File: src/verilog/ranging_pkg.sv
// shared constants for the ranging command link and both of its ends
package ranging_pkg;
    // command opcodes on the link
    localparam logic [7:0] OP_REG_WRITE    = 8'h18;
    localparam logic [7:0] OP_REG_READ     = 8'h19;
    localparam logic [7:0] OP_STANDBY      = 8'h80;
    localparam logic [7:0] OP_ROLE_SELECT  = 8'hA3;
    localparam logic [7:0] OP_OVERHEAR_EN  = 8'h9A;
    localparam logic [7:0] OP_RX_START     = 8'h82;
    localparam logic [7:0] OP_TX_START     = 8'h83;
    // command arguments
    localparam logic [7:0] ARG_RC_STANDBY  = 8'h00;
    localparam logic [7:0] ARG_XTAL_STBY   = 8'h01;
    localparam logic [7:0] ARG_ROLE_RESP   = 8'h00;
    localparam logic [7:0] ARG_ROLE_INIT   = 8'h01;
    localparam logic [7:0] ARG_MODE_OFF    = 8'h00;
    localparam logic [7:0] ARG_MODE_ON     = 8'h01;
    // device register map
    localparam logic [11:0] REG_RESULT_TYPE = 12'h924;
    localparam logic [11:0] REG_HEARD_SEL   = 12'h927;
    localparam logic [11:0] REG_HEARD_HI    = 12'h95F;
    localparam logic [11:0] REG_HEARD_LO    = 12'h960;
    localparam logic [11:0] REG_RESULT_MSB  = 12'h961;
    localparam logic [11:0] REG_RESULT_MID  = 12'h962;
    localparam logic [11:0] REG_RESULT_LSB  = 12'h963;
    localparam logic [11:0] REG_MEM_CLK     = 12'h97F;
    // fields
    localparam logic [7:0] MEM_CLK_BIT      = 8'h02;
    localparam logic [7:0] TYPE_KEEP_MASK   = 8'hCF;
    localparam logic [1:0] TYPE_VALUE_MASK  = 2'h3;
    localparam int         TYPE_SHIFT       = 4;
    localparam logic [7:0] SEL_KEEP_MASK    = 8'hFC;
    localparam logic [1:0] SEL_LOW_PAIR     = 2'h0;
    localparam logic [1:0] SEL_HIGH_PAIR    = 2'h1;
    localparam logic [1:0] TYPE_RAW         = 2'h0;
    localparam logic [1:0] TYPE_FILTERED    = 2'h1;
    // interrupt line bits (device side)
    localparam logic [15:0] IRQ_DONE_BIT    = 16'h8000;
    localparam logic [15:0] IRQ_RESULT_BIT  = 16'h0200;
    localparam logic [15:0] IRQ_TIMEOUT_BIT = 16'h0400;
    localparam logic [15:0] IRQ_DISCARD_BIT = 16'h0100;
    // host register port offsets
    localparam logic [3:0] HREG_CTRL        = 4'h0;
    localparam logic [3:0] HREG_STATUS      = 4'h1;
    localparam logic [3:0] HREG_RESULT      = 4'h2;
    localparam logic [3:0] HREG_ADDRESS     = 4'h3;
    localparam logic [3:0] HREG_IRQ_STAT    = 4'h4;
    localparam logic [3:0] HREG_IRQ_EN      = 4'h5;
    localparam logic [3:0] HREG_IRQ_CLR     = 4'h6;
    localparam logic [3:0] HREG_MAX_ERR     = 4'h7;
    // host control bits
    localparam int CTRL_START    = 0;
    localparam int CTRL_INIT     = 1;
    localparam int CTRL_OVERHEAR = 2;
    localparam int CTRL_STOP     = 3;
    localparam int CTRL_TYPE_LO  = 4;
    // host interrupt bits
    localparam int HIRQ_RESULT  = 0;
    localparam int HIRQ_ERROR   = 1;
    localparam int HIRQ_FAILED  = 2;
    localparam int HIRQ_WIDTH   = 3;
    localparam logic [7:0] MAX_ERR_RESET = 8'h03;
endpackage

File: src/verilog/ranging_link_if.sv
// command link between host sequencer and ranging device
interface ranging_link_if;
    logic        cmd_valid;
    logic [7:0]  cmd_op;
    logic [11:0] cmd_addr;
    logic [7:0]  cmd_data;
    logic        rsp_valid;
    logic [7:0]  rsp_data;
    logic [15:0] irq;
    modport host (output cmd_valid, cmd_op, cmd_addr, cmd_data, input rsp_valid, rsp_data, irq);
    modport dev  (input cmd_valid, cmd_op, cmd_addr, cmd_data, output rsp_valid, rsp_data, irq);
endinterface

File: src/verilog/ranging_host.sv
// host end: ranging sequencer with register port and interrupt
// Overview of operation
// host enters crystal standby before readout
// host sets memory clock bit by rmw
// host writes result type bits 5:4
// result bytes msb, mid, lsb at 961-963
// host returns to rc standby after readout
// config in init, start in request states
// initiator reads result in store state
// timeout or discard retries until error limit
// device handles response leg itself
// overhear mode measures request-response difference
// overhear entry: responder role first
// then enable overhear and start reception
// bit 15 means overhear done in mode
// overhear done raises irq, result readable
// heard address muxed by select bits
// exit: rc standby then disable overhear
// type 00 raw, 01 filtered
// initiator irq when result ready
// readout only after completion interrupt
//
// Our own choice: strobed register access.
module ranging_host (
    // clock and reset
    input  wire logic        CLK,
    input  wire logic        RESET,
    // register port
    input  wire logic [3:0]  ADDR,
    input  wire logic [31:0] WDATA,
    input  wire logic        WR,
    input  wire logic        RD,
    output logic [31:0]      RDATA,
    // interrupt
    output logic             IRQ,
    // link
    ranging_link_if.host     link
);
    typedef enum logic [4:0] {
        S_IDLE     = 5'b00000,
        S_INIT     = 5'b00001,
        S_START    = 5'b00011,
        S_WAIT     = 5'b00010,
        S_XTAL     = 5'b00110,
        S_MCLK_RD  = 5'b00111,
        S_MCLK_WR  = 5'b00101,
        S_TYPE_RD  = 5'b00100,
        S_TYPE_WR  = 5'b01100,
        S_RES_RD   = 5'b01101,
        S_SEL_RD   = 5'b01111,
        S_SEL_WR   = 5'b01110,
        S_ADR_RD   = 5'b01010,
        S_RC       = 5'b01011,
        S_ERROR    = 5'b01001,
        S_EXIT_RC  = 5'b01000,
        S_EXIT_OFF = 5'b11000,
        S_ROLE     = 5'b11001,
        S_MODE_ON  = 5'b11011
    } seq_e;

    localparam int HIRQ_W = ranging_pkg::HIRQ_WIDTH;

    seq_e        state_q;
    logic        overhear_q;
    logic [1:0]  type_q;
    logic [7:0]  max_err_q;
    logic [7:0]  err_cnt_q;
    logic [1:0]  idx_q;
    logic        pair_q;
    logic [23:0] result_q;
    logic [31:0] address_q;
    logic [HIRQ_W-1:0] irq_stat_q;
    logic [HIRQ_W-1:0] irq_en_q;
    logic [HIRQ_W-1:0] irq_set;
    logic        go;
    logic        issued_q;
    logic [7:0]  op;
    logic [11:0] addr;
    logic [7:0]  data;
    logic        done;
    logic [7:0]  rdata;
    logic [7:0]  hold_q;
    logic        busy;
    logic        stop_req;

    ranging_link_cmd u_cmd (
        .clk   (CLK),
        .reset (RESET),
        .go    (go),
        .op    (op),
        .addr  (addr),
        .data  (data),
        .done  (done),
        .rdata (rdata),
        .link  (link)
    );

    assign busy     = (state_q != S_IDLE);
    assign stop_req = WR && ADDR == ranging_pkg::HREG_CTRL && WDATA[ranging_pkg::CTRL_STOP];
    assign go       = busy && !issued_q && state_q != S_WAIT && state_q != S_ERROR;

    always_comb begin
        op   = ranging_pkg::OP_REG_WRITE;
        addr = 12'h000;
        data = 8'h00;
        unique case (state_q)
            S_INIT:    begin op = ranging_pkg::OP_ROLE_SELECT; data = ranging_pkg::ARG_ROLE_INIT; end
            S_START:   op = ranging_pkg::OP_TX_START;
            S_XTAL:    begin op = ranging_pkg::OP_STANDBY; data = ranging_pkg::ARG_XTAL_STBY; end
            S_MCLK_RD: begin op = ranging_pkg::OP_REG_READ; addr = ranging_pkg::REG_MEM_CLK; end
            S_MCLK_WR: begin
                addr = ranging_pkg::REG_MEM_CLK;
                data = hold_q | ranging_pkg::MEM_CLK_BIT;
            end
            S_TYPE_RD: begin op = ranging_pkg::OP_REG_READ; addr = ranging_pkg::REG_RESULT_TYPE; end
            S_TYPE_WR: begin
                addr = ranging_pkg::REG_RESULT_TYPE;
                data = (hold_q & ranging_pkg::TYPE_KEEP_MASK)
                     | (8'(type_q & ranging_pkg::TYPE_VALUE_MASK)
                        << ranging_pkg::TYPE_SHIFT);
            end
            S_RES_RD:  begin
                op   = ranging_pkg::OP_REG_READ;
                addr = ranging_pkg::REG_RESULT_MSB + 12'(idx_q);
            end
            S_SEL_RD:  begin op = ranging_pkg::OP_REG_READ; addr = ranging_pkg::REG_HEARD_SEL; end
            S_SEL_WR:  begin
                addr = ranging_pkg::REG_HEARD_SEL;
                data = (hold_q & ranging_pkg::SEL_KEEP_MASK)
                     | {6'h00, pair_q ? ranging_pkg::SEL_HIGH_PAIR : ranging_pkg::SEL_LOW_PAIR};
            end
            S_ADR_RD:  begin
                op   = ranging_pkg::OP_REG_READ;
                addr = idx_q[0] ? ranging_pkg::REG_HEARD_HI : ranging_pkg::REG_HEARD_LO;
            end
            S_RC, S_EXIT_RC: begin op = ranging_pkg::OP_STANDBY; data = ranging_pkg::ARG_RC_STANDBY; end
            S_EXIT_OFF: begin op = ranging_pkg::OP_OVERHEAR_EN; data = ranging_pkg::ARG_MODE_OFF; end
            S_ROLE:    begin op = ranging_pkg::OP_ROLE_SELECT; data = ranging_pkg::ARG_ROLE_RESP; end
            S_MODE_ON: begin op = ranging_pkg::OP_OVERHEAR_EN; data = ranging_pkg::ARG_MODE_ON; end
            default:   op = ranging_pkg::OP_REG_WRITE;
        endcase
        if (state_q == S_START && overhear_q) op = ranging_pkg::OP_RX_START;
    end

    always_ff @(posedge CLK) begin
        if (RESET) issued_q <= 1'b0;
        else if (done) issued_q <= 1'b0;
        else if (go) issued_q <= 1'b1;
    end

    always_ff @(posedge CLK) begin
        if (RESET) begin
            state_q   <= S_IDLE;
            idx_q     <= 2'h0;
            pair_q    <= 1'b0;
            hold_q    <= 8'h00;
            err_cnt_q <= 8'h00;
            result_q  <= 24'h000000;
            address_q <= 32'h00000000;
        end else begin
            if (done) hold_q <= rdata;
            unique case (state_q)
                S_IDLE: if (WR && ADDR == ranging_pkg::HREG_CTRL) begin
                    err_cnt_q <= 8'h00;
                    if (WDATA[ranging_pkg::CTRL_OVERHEAR]) state_q <= S_ROLE;
                    else if (WDATA[ranging_pkg::CTRL_INIT]) state_q <= S_INIT;
                    else if (WDATA[ranging_pkg::CTRL_START]) state_q <= S_START;
                end
                S_ROLE:    if (done) state_q <= S_MODE_ON;
                S_MODE_ON: if (done) state_q <= S_START;
                S_INIT:    if (done) state_q <= S_START;
                S_START:   if (done) state_q <= S_WAIT;
                S_WAIT: begin
                    if (overhear_q && stop_req) state_q <= S_EXIT_RC;
                    else if (link.irq[15] && overhear_q) state_q <= S_XTAL;
                    else if (!overhear_q && (link.irq & ranging_pkg::IRQ_RESULT_BIT) != 16'h0000)
                        state_q <= S_XTAL;
                    else if ((link.irq & (ranging_pkg::IRQ_TIMEOUT_BIT
                                         | ranging_pkg::IRQ_DISCARD_BIT)) != 16'h0000)
                        state_q <= S_ERROR;
                end
                S_ERROR: begin
                    err_cnt_q <= err_cnt_q + 8'h01;
                    state_q   <= (err_cnt_q + 8'h01 >= max_err_q) ? S_IDLE : S_START;
                end
                S_XTAL:    if (done) state_q <= S_MCLK_RD;
                S_MCLK_RD: if (done) state_q <= S_MCLK_WR;
                S_MCLK_WR: if (done) state_q <= S_TYPE_RD;
                S_TYPE_RD: if (done) state_q <= S_TYPE_WR;
                S_TYPE_WR: if (done) begin
                    state_q <= S_RES_RD;
                    idx_q   <= 2'h0;
                end
                S_RES_RD: if (done) begin
                    result_q <= {result_q[15:0], rdata};
                    idx_q    <= idx_q + 2'h1;
                    if (idx_q == 2'h2) state_q <= S_RC;
                end
                S_RC: if (done) begin
                    state_q <= overhear_q ? S_SEL_RD : S_IDLE;
                    pair_q  <= 1'b0;
                end
                S_SEL_RD: if (done) state_q <= S_SEL_WR;
                S_SEL_WR: if (done) begin
                    state_q <= S_ADR_RD;
                    idx_q   <= 2'h0;
                end
                S_ADR_RD: if (done) begin
                    address_q <= {rdata, address_q[31:8]};
                    idx_q     <= idx_q + 2'h1;
                    if (idx_q[0]) begin
                        pair_q  <= 1'b1;
                        state_q <= pair_q ? S_START : S_SEL_RD;
                    end
                end
                S_EXIT_RC:  if (done) state_q <= S_EXIT_OFF;
                S_EXIT_OFF: if (done) state_q <= S_IDLE;
                default:    state_q <= S_IDLE;
            endcase
        end
    end

    always_ff @(posedge CLK) begin
        if (RESET) begin
            overhear_q <= 1'b0;
            type_q     <= ranging_pkg::TYPE_RAW;
            max_err_q  <= ranging_pkg::MAX_ERR_RESET;
        end else if (WR && ADDR == ranging_pkg::HREG_CTRL && !busy) begin
            overhear_q <= WDATA[ranging_pkg::CTRL_OVERHEAR];
            type_q     <= WDATA[ranging_pkg::CTRL_TYPE_LO +: 2];
        end else if (WR && ADDR == ranging_pkg::HREG_MAX_ERR) begin
            max_err_q  <= WDATA[7:0];
        end
    end

    // set wins over a simultaneous clear
    assign irq_set[ranging_pkg::HIRQ_RESULT] = state_q == S_RC && done;
    assign irq_set[ranging_pkg::HIRQ_ERROR]  = state_q == S_ERROR;
    assign irq_set[ranging_pkg::HIRQ_FAILED] = state_q == S_ERROR && err_cnt_q + 8'h01 >= max_err_q;

    always_ff @(posedge CLK) begin
        if (RESET) begin
            irq_stat_q <= '0;
            irq_en_q   <= '0;
            IRQ        <= 1'b0;
        end else begin
            irq_stat_q <= (irq_stat_q & ~((WR && ADDR == ranging_pkg::HREG_IRQ_CLR)
                                          ? WDATA[HIRQ_W-1:0] : '0)) | irq_set;
            if (WR && ADDR == ranging_pkg::HREG_IRQ_EN) irq_en_q <= WDATA[HIRQ_W-1:0];
            IRQ <= |(irq_stat_q & irq_en_q);
        end
    end

    always_ff @(posedge CLK) begin
        if (RESET) begin
            RDATA <= 32'h00000000;
        end else begin
            RDATA <= 32'h00000000;
            if (RD) begin
                unique case (ADDR)
                    ranging_pkg::HREG_CTRL:     RDATA <= {26'h0, type_q, 1'b0, overhear_q, 2'h0};
                    ranging_pkg::HREG_STATUS:   RDATA <= {19'h0, err_cnt_q, state_q};
                    ranging_pkg::HREG_RESULT:   RDATA <= {8'h00, result_q};
                    ranging_pkg::HREG_ADDRESS:  RDATA <= address_q;
                    ranging_pkg::HREG_IRQ_STAT: RDATA <= {29'h0, irq_stat_q};
                    ranging_pkg::HREG_IRQ_EN:   RDATA <= {29'h0, irq_en_q};
                    ranging_pkg::HREG_MAX_ERR:  RDATA <= {24'h0, max_err_q};
                    default:                    RDATA <= 32'h00000000;
                endcase
            end
        end
    end
endmodule

File: src/verilog/ranging_link_cmd.sv
// issues one link command and waits for its answer when it reads
module ranging_link_cmd (
    // clock and reset
    input  wire logic        clk,
    input  wire logic        reset,
    // request
    input  wire logic        go,
    input  wire logic [7:0]  op,
    input  wire logic [11:0] addr,
    input  wire logic [7:0]  data,
    output logic             done,
    output logic [7:0]       rdata,
    // link
    ranging_link_if.host     link
);
    logic waiting_q;

    always_ff @(posedge clk) begin
        if (reset) begin
            link.cmd_valid <= 1'b0;
            link.cmd_op    <= 8'h00;
            link.cmd_addr  <= 12'h000;
            link.cmd_data  <= 8'h00;
        end else begin
            link.cmd_valid <= go;
            if (go) begin
                link.cmd_op   <= op;
                link.cmd_addr <= addr;
                link.cmd_data <= data;
            end
        end
    end

    always_ff @(posedge clk) begin
        if (reset) begin
            waiting_q <= 1'b0;
            done      <= 1'b0;
            rdata     <= 8'h00;
        end else begin
            done <= 1'b0;
            if (go && op == ranging_pkg::OP_REG_READ) begin
                waiting_q <= 1'b1;
            end else if (go) begin
                done <= 1'b1;
            end else if (waiting_q && link.rsp_valid) begin
                waiting_q <= 1'b0;
                rdata     <= link.rsp_data;
                done      <= 1'b1;
            end
        end
    end
endmodule

File: src/flat_wrapper.sv
// flat-port wrapper written by rule: the top's interface ports become plain ports
module ranging_host_flat 
  (CLK, RESET, ADDR, WDATA, WR, RD, RDATA, IRQ, link_cmd_valid, link_cmd_op, link_cmd_addr, link_cmd_data, link_rsp_valid, link_rsp_data, link_irq);
  ranging_link_if link_i ();
  input  wire logic CLK;
  input  wire logic RESET;
  input  wire logic [3:0] ADDR;
  input  wire logic [31:0] WDATA;
  input  wire logic WR;
  input  wire logic RD;
  output logic [31:0] RDATA;
  output logic IRQ;
  output wire logic [$bits(link_i.cmd_valid)-1:0] link_cmd_valid;
  output wire logic [$bits(link_i.cmd_op)-1:0] link_cmd_op;
  output wire logic [$bits(link_i.cmd_addr)-1:0] link_cmd_addr;
  output wire logic [$bits(link_i.cmd_data)-1:0] link_cmd_data;
  input wire logic [$bits(link_i.rsp_valid)-1:0] link_rsp_valid;
  input wire logic [$bits(link_i.rsp_data)-1:0] link_rsp_data;
  input wire logic [$bits(link_i.irq)-1:0] link_irq;
  assign link_cmd_valid = link_i.cmd_valid;
  assign link_cmd_op = link_i.cmd_op;
  assign link_cmd_addr = link_i.cmd_addr;
  assign link_cmd_data = link_i.cmd_data;
  assign link_i.rsp_valid = link_rsp_valid;
  assign link_i.rsp_data = link_rsp_data;
  assign link_i.irq = link_irq;
  ranging_host u_core (.CLK(CLK), .RESET(RESET), .ADDR(ADDR), .WDATA(WDATA), .WR(WR), .RD(RD), .RDATA(RDATA), .IRQ(IRQ), .link(link_i));
endmodule
File: config.mk
export PLATFORM = sky130hd
export DESIGN_NAME = ranging_host_flat
export DESIGN_NICKNAME = d
export VERILOG_FILES = /design/src/verilog/ranging_pkg.sv /design/src/verilog/ranging_link_if.sv /design/src/verilog/ranging_host.sv /design/src/verilog/ranging_link_cmd.sv /design/src/flat_wrapper.sv
export SDC_FILE = /design/constraint.sdc
export NUM_CORES = 1
export LEC_CHECK = 0
export BUFFER_PORTS_ARGS = -buffer_cell sky130_fd_sc_hd__buf_2
export CORE_MARGIN = 2
export CORE_UTILIZATION = 25
export CTS_BUF_LIST = sky130_fd_sc_hd__clkbuf_4
export CTS_CLUSTER_SIZE = 30
export DETAILED_ROUTE_END_ITERATION = 8
export HOLD_SLACK_MARGIN = 0.02
export MAX_ROUTING_LAYER = met4
export PLACE_DENSITY_LB_ADDON = 0.05
export SLEW_MARGIN = 20
export SYNTH_ARGS = -nofsm -noshare
export SYNTH_HDL_FRONTEND = slang
export SYNTH_HIERARCHICAL = 1
export SYNTH_SLANG_ARGS = --single-unit
File: constraint.sdc
create_clock -name CLK -period 3.8 [get_ports CLK]
set_clock_uncertainty 0.15 [all_clocks]
set_input_delay 0.38 -clock CLK [delete_from_list [all_inputs] [get_ports CLK]]
set_output_delay 0.38 -clock CLK [all_outputs]
set_load 0.01 [all_outputs]
==> impl_metrics.env <==
export IMPL_yosysTopAreaCellShare=0.453
export IMPL_numCtsBuffers=17
export IMPL_ys_seq_area_frac=0.453
export IMPL_yosysMostFrequentCell="dfxtp_1"
export IMPL_worst_path_buf_inv=0
export IMPL_syn_area_um2=7510
export IMPL_io_buffers=90
export IMPL_nFillCells=3350
export IMPL_antenna_left=0
export IMPL_first_global_vias=6441
export IMPL_worstSetupPathType="reg -> reg"
export IMPL_maxCapViolations=0
export IMPL_cts_reportedPaths_clkPinSlew_ns=0.16
export IMPL_worstSetupEndpointType="flip-flop"
export IMPL_nNetsFinal=1077
export IMPL_synth_seq_cells=170
export IMPL_num_vias=6508
export IMPL_status="finished clean"
export IMPL_dr_pass1_iters=5
export IMPL_worst_pin_slew_ns=1.05
export IMPL_chipWidth_um=177
export IMPL_crit_cells=11
export IMPL_syn_area_per_cell_um2=8.30
export IMPL_start_util=0.254
export IMPL_ys_top_cells_by_count="dfxtp_1, nand2_1, nor2_1"
export IMPL_synth_edf_count=0
export IMPL_cts_path_max_buffers=2
export IMPL_crit_chain="and3_1 > and3_1 > nand3_1 > xnor2_1 > ha_1 > and3_1 > a221o_1 > a41oi_1 > a221o_1 > o311ai_1 > o31ai_1"
export IMPL_arrival_ns=3.49
export IMPL_wl_um=24500
export IMPL_synth_main_ff_cell="dfxtp_1"
export IMPL_ff_latch_area_um2=3400
export IMPL_htreeDepth=4
export IMPL_pwr_share_seq=0.458
export IMPL_post_drt_via_cell_ratio=4.63
export IMPL_crit_path_frequent_cell="and3_1"
export IMPL_cpLargestDelayFamily="compound AO/OA/AOI/OAI gates"
export IMPL_synth_cells=905
export IMPL_async_flop_share=0
export IMPL_slew_headroom=0.298
export IMPL_finalCritPeriodShare=0.832
export IMPL_r2r_slack_ns=0.64
export IMPL_wl_per_cell_um=17.4
export IMPL_crit_start="u_core/err_cnt_q[2]"
export IMPL_multiInputGateArea_um2=3790
export IMPL_ys_warn_count=6
export IMPL_synth_top_area_cell="dfxtp_1"
export IMPL_share_comb_of_total_power=0.318
export IMPL_period_minus_slack_ns=3.16
export IMPL_place_congestion=0.771
export IMPL_clock_latency_ns=0.57
export IMPL_pin_count=127
export IMPL_antenna_found_initial=1
export IMPL_leakagePower_nw=3.44
export IMPL_post_cts_buffers=0
export IMPL_cts_tree="done"
export IMPL_cts_root_buf="clkbuf_4"
export IMPL_slew_violations=0
export IMPL_setup_viol=0
export IMPL_p_int_w=0.00276
export IMPL_synth_cell_type_count=65
export IMPL_drive_above_1_share=0.163
export IMPL_hold_viol_final=0
export IMPL_r2r_cells=11
export IMPL_grt_max_degree=94
export IMPL_reg2reg_to="u_core/state_q[0]"
export IMPL_cp_slowest_cell="dfxtp_1"
export IMPL_rsz0062_at_grt="no"
export IMPL_core_area_um2=29600
export IMPL_place_area_um2=8380
export IMPL_pwr_share_clk=0.224
export IMPL_place_inst=1349
export IMPL_grt_first_pass_wirelength_um=38700
export IMPL_cp_start_kind="flip-flop"
export IMPL_die_area_um2=31500
export IMPL_swShare=0.369
export IMPL_fin_area_um2=8860
export IMPL_synth_area_leaders="dfxtp_1, nand2_1, a21oi_1"
export IMPL_syn2layout_area_growth_pct=17.9
export IMPL_drcViolationCount=0
export IMPL_rows=63
export IMPL_clkSinkCount=170
export IMPL_dr_first_iter_drc_count=427
export IMPL_stdcell_count=1406
export IMPL_power_switching_w=0.00162
export IMPL_dieHeight_um=177
export IMPL_grt_usage=0.165
export IMPL_fmax_ghz=0.316
export IMPL_fin_setup_tns_ns=0
export IMPL_hold_path_class="in -> reg"
export IMPL_power_density_nw_per_um2=494
export IMPL_cp_endpoint="u_core/state_q[0]"
export IMPL_whs_path_depth=2
export IMPL_grt_overflow_total=0
export IMPL_critPathMaxFanout=7
export IMPL_hpwl_um=17200
export IMPL_slowest_delay_ns=0.47
export IMPL_vdd_ir_drop_worst_mv=0.224
export IMPL_worstReg2RegStart="u_core/err_cnt_q[2]"
export IMPL_cp_required_ns=4.12
power by group through the flow:
| stage | registers, W | logic [W] | clock network, W |
|---|---|---|---|
| after floorplan | 0.00199 | 0.00103 | 0 |
| after global placement | 0.00204 | 0.00140 | 0 |
| after detailed placement | 0.00204 | 0.00139 | 0 |
| after CTS | 0.00201 | 0.00141 | 0.00107 |
| after global routing | 0.00202 | 0.00153 | 0.00114 |
| final | 0.00200 | 0.00139 | 0.000983 |
worst min path at each step:
| stage | start | endpoint | slack [ns] |
|---|---|---|---|
| floorplan | u_core/address_q[2] | u_core/RDATA[2] | 0.28 |
| global placement | u_core/result_q[19] | u_core/result_q[19] | 0.29 |
| detailed placement | u_core/result_q[19] | u_core/result_q[19] | 0.30 |
| CTS | RESET | u_core/u_cmd/link.cmd_addr[6] | 0.07 |
| global route | RESET | u_core/u_cmd/link.cmd_op[3] | 0.08 |
| finish | RESET | u_core/u_cmd/link.cmd_addr[6] | 0.14 |
per-layer routing:
layer	wire length, um	part of all wire	track usage	vias up
met5	0	0	-	-
met4	191	0.0078	0.0365	0
met3	892	0.036	0.0334	10
met2	10800	0.44	0.245	116
met1	12600	0.51	0.231	3072
li1	-	-	-	3310
sequential cells by signal (all words and copies together), names as in the netlist, 2 cells and up:
signal / flops
u_core/u_cmd/rdata: 8
u_core/u_cmd/link.cmd_data: 8
u_core/u_cmd/link.cmd_op: 8
u_core/idx_q: 2
u_core/state_q: 5
u_core/result_q: 24
u_core/max_err_q: 8
u_core/irq_en_q: 3
u_core/hold_q: 8
u_core/type_q: 2
u_core/u_cmd/link.cmd_addr: 12
u_core/err_cnt_q: 8
u_core/RDATA: 32
u_core/address_q: 32
u_core/irq_stat_q: 3
per-stage QoR:
| step | util | setup WS [ns] | total power (W) | hold slack [ns] |
|---|---|---|---|---|
| after global placement | 0.283 | 0.685 | 0.00345 | 0.295 |
| final | 0.299 | 0.638 | 0.00438 | 0.136 |
| after floorplan | - | 1.12 | 0.00302 | 0.282 |
| after detailed placement | 0.283 | 0.706 | 0.00343 | 0.298 |
| after global routing | 0.299 | 0.381 | 0.00470 | 0.0765 |
| after CTS | 0.299 | 0.604 | 0.00448 | 0.0663 |
placed cells by master, fill, tap and decap left out, drive strengths merged, types with 16 or more instances in the layout:
master,instances
dfxtp,170
nand3,16
nor3,23
nand2,148
a22oi,23
nor2,114
a21oi,106
mux2i,51
o21ai,23
inv,19
buf,114
dlygate4sd3,23
clkbuf,19
final cells by class:
type / instances / area share
timing repair buffer: 137 / 0.0974
multi-input combinational: 657 / 0.428
antenna: 2 / 0.000565
sequential: 170 / 0.384
tap: 390 / 0.0551
clock inverter: 13 / 0.0116
inverter: 18 / 0.00762
clock buffer: 19 / 0.0161
what timing repair did:
| action | 4_1_cts | 5_1_grt |
|---|---|---|
| hold endpoints to repair | 20 | 0 |
| hold buffers | 23 | 0 |
| gates resized for setup | 0 | 0 |
| endpoints found under the setup margin | 0 | 0 |
cells by family (layout without fill, tap and decap cells):
family	count (synthesis)	in the layout	share of synthesized area
and+or+nand+nor	368	368	0.223
AOI/OAI and AO/OA	203	203	0.167
DFF	170	170	0.453
buffers and inverters	84	187	0.0476
muxes	60	60	0.0814
adders and majority gates	11	11	0.0183
xor gates and xnor gates	8	8	0.00932
other	1	9	0.000499
worst register-to-register path, delay by kind of cell (launching register included):
kind | cells | cell delay (ns)
compound gates | 5 | 1.10
simple gates | 4 | 0.84
flops | 1 | 0.47
fa+ha+maj | 1 | 0.28
xor+xnor | 1 | 0.22
No activity file was read; power rests on OpenSTA's default activity.
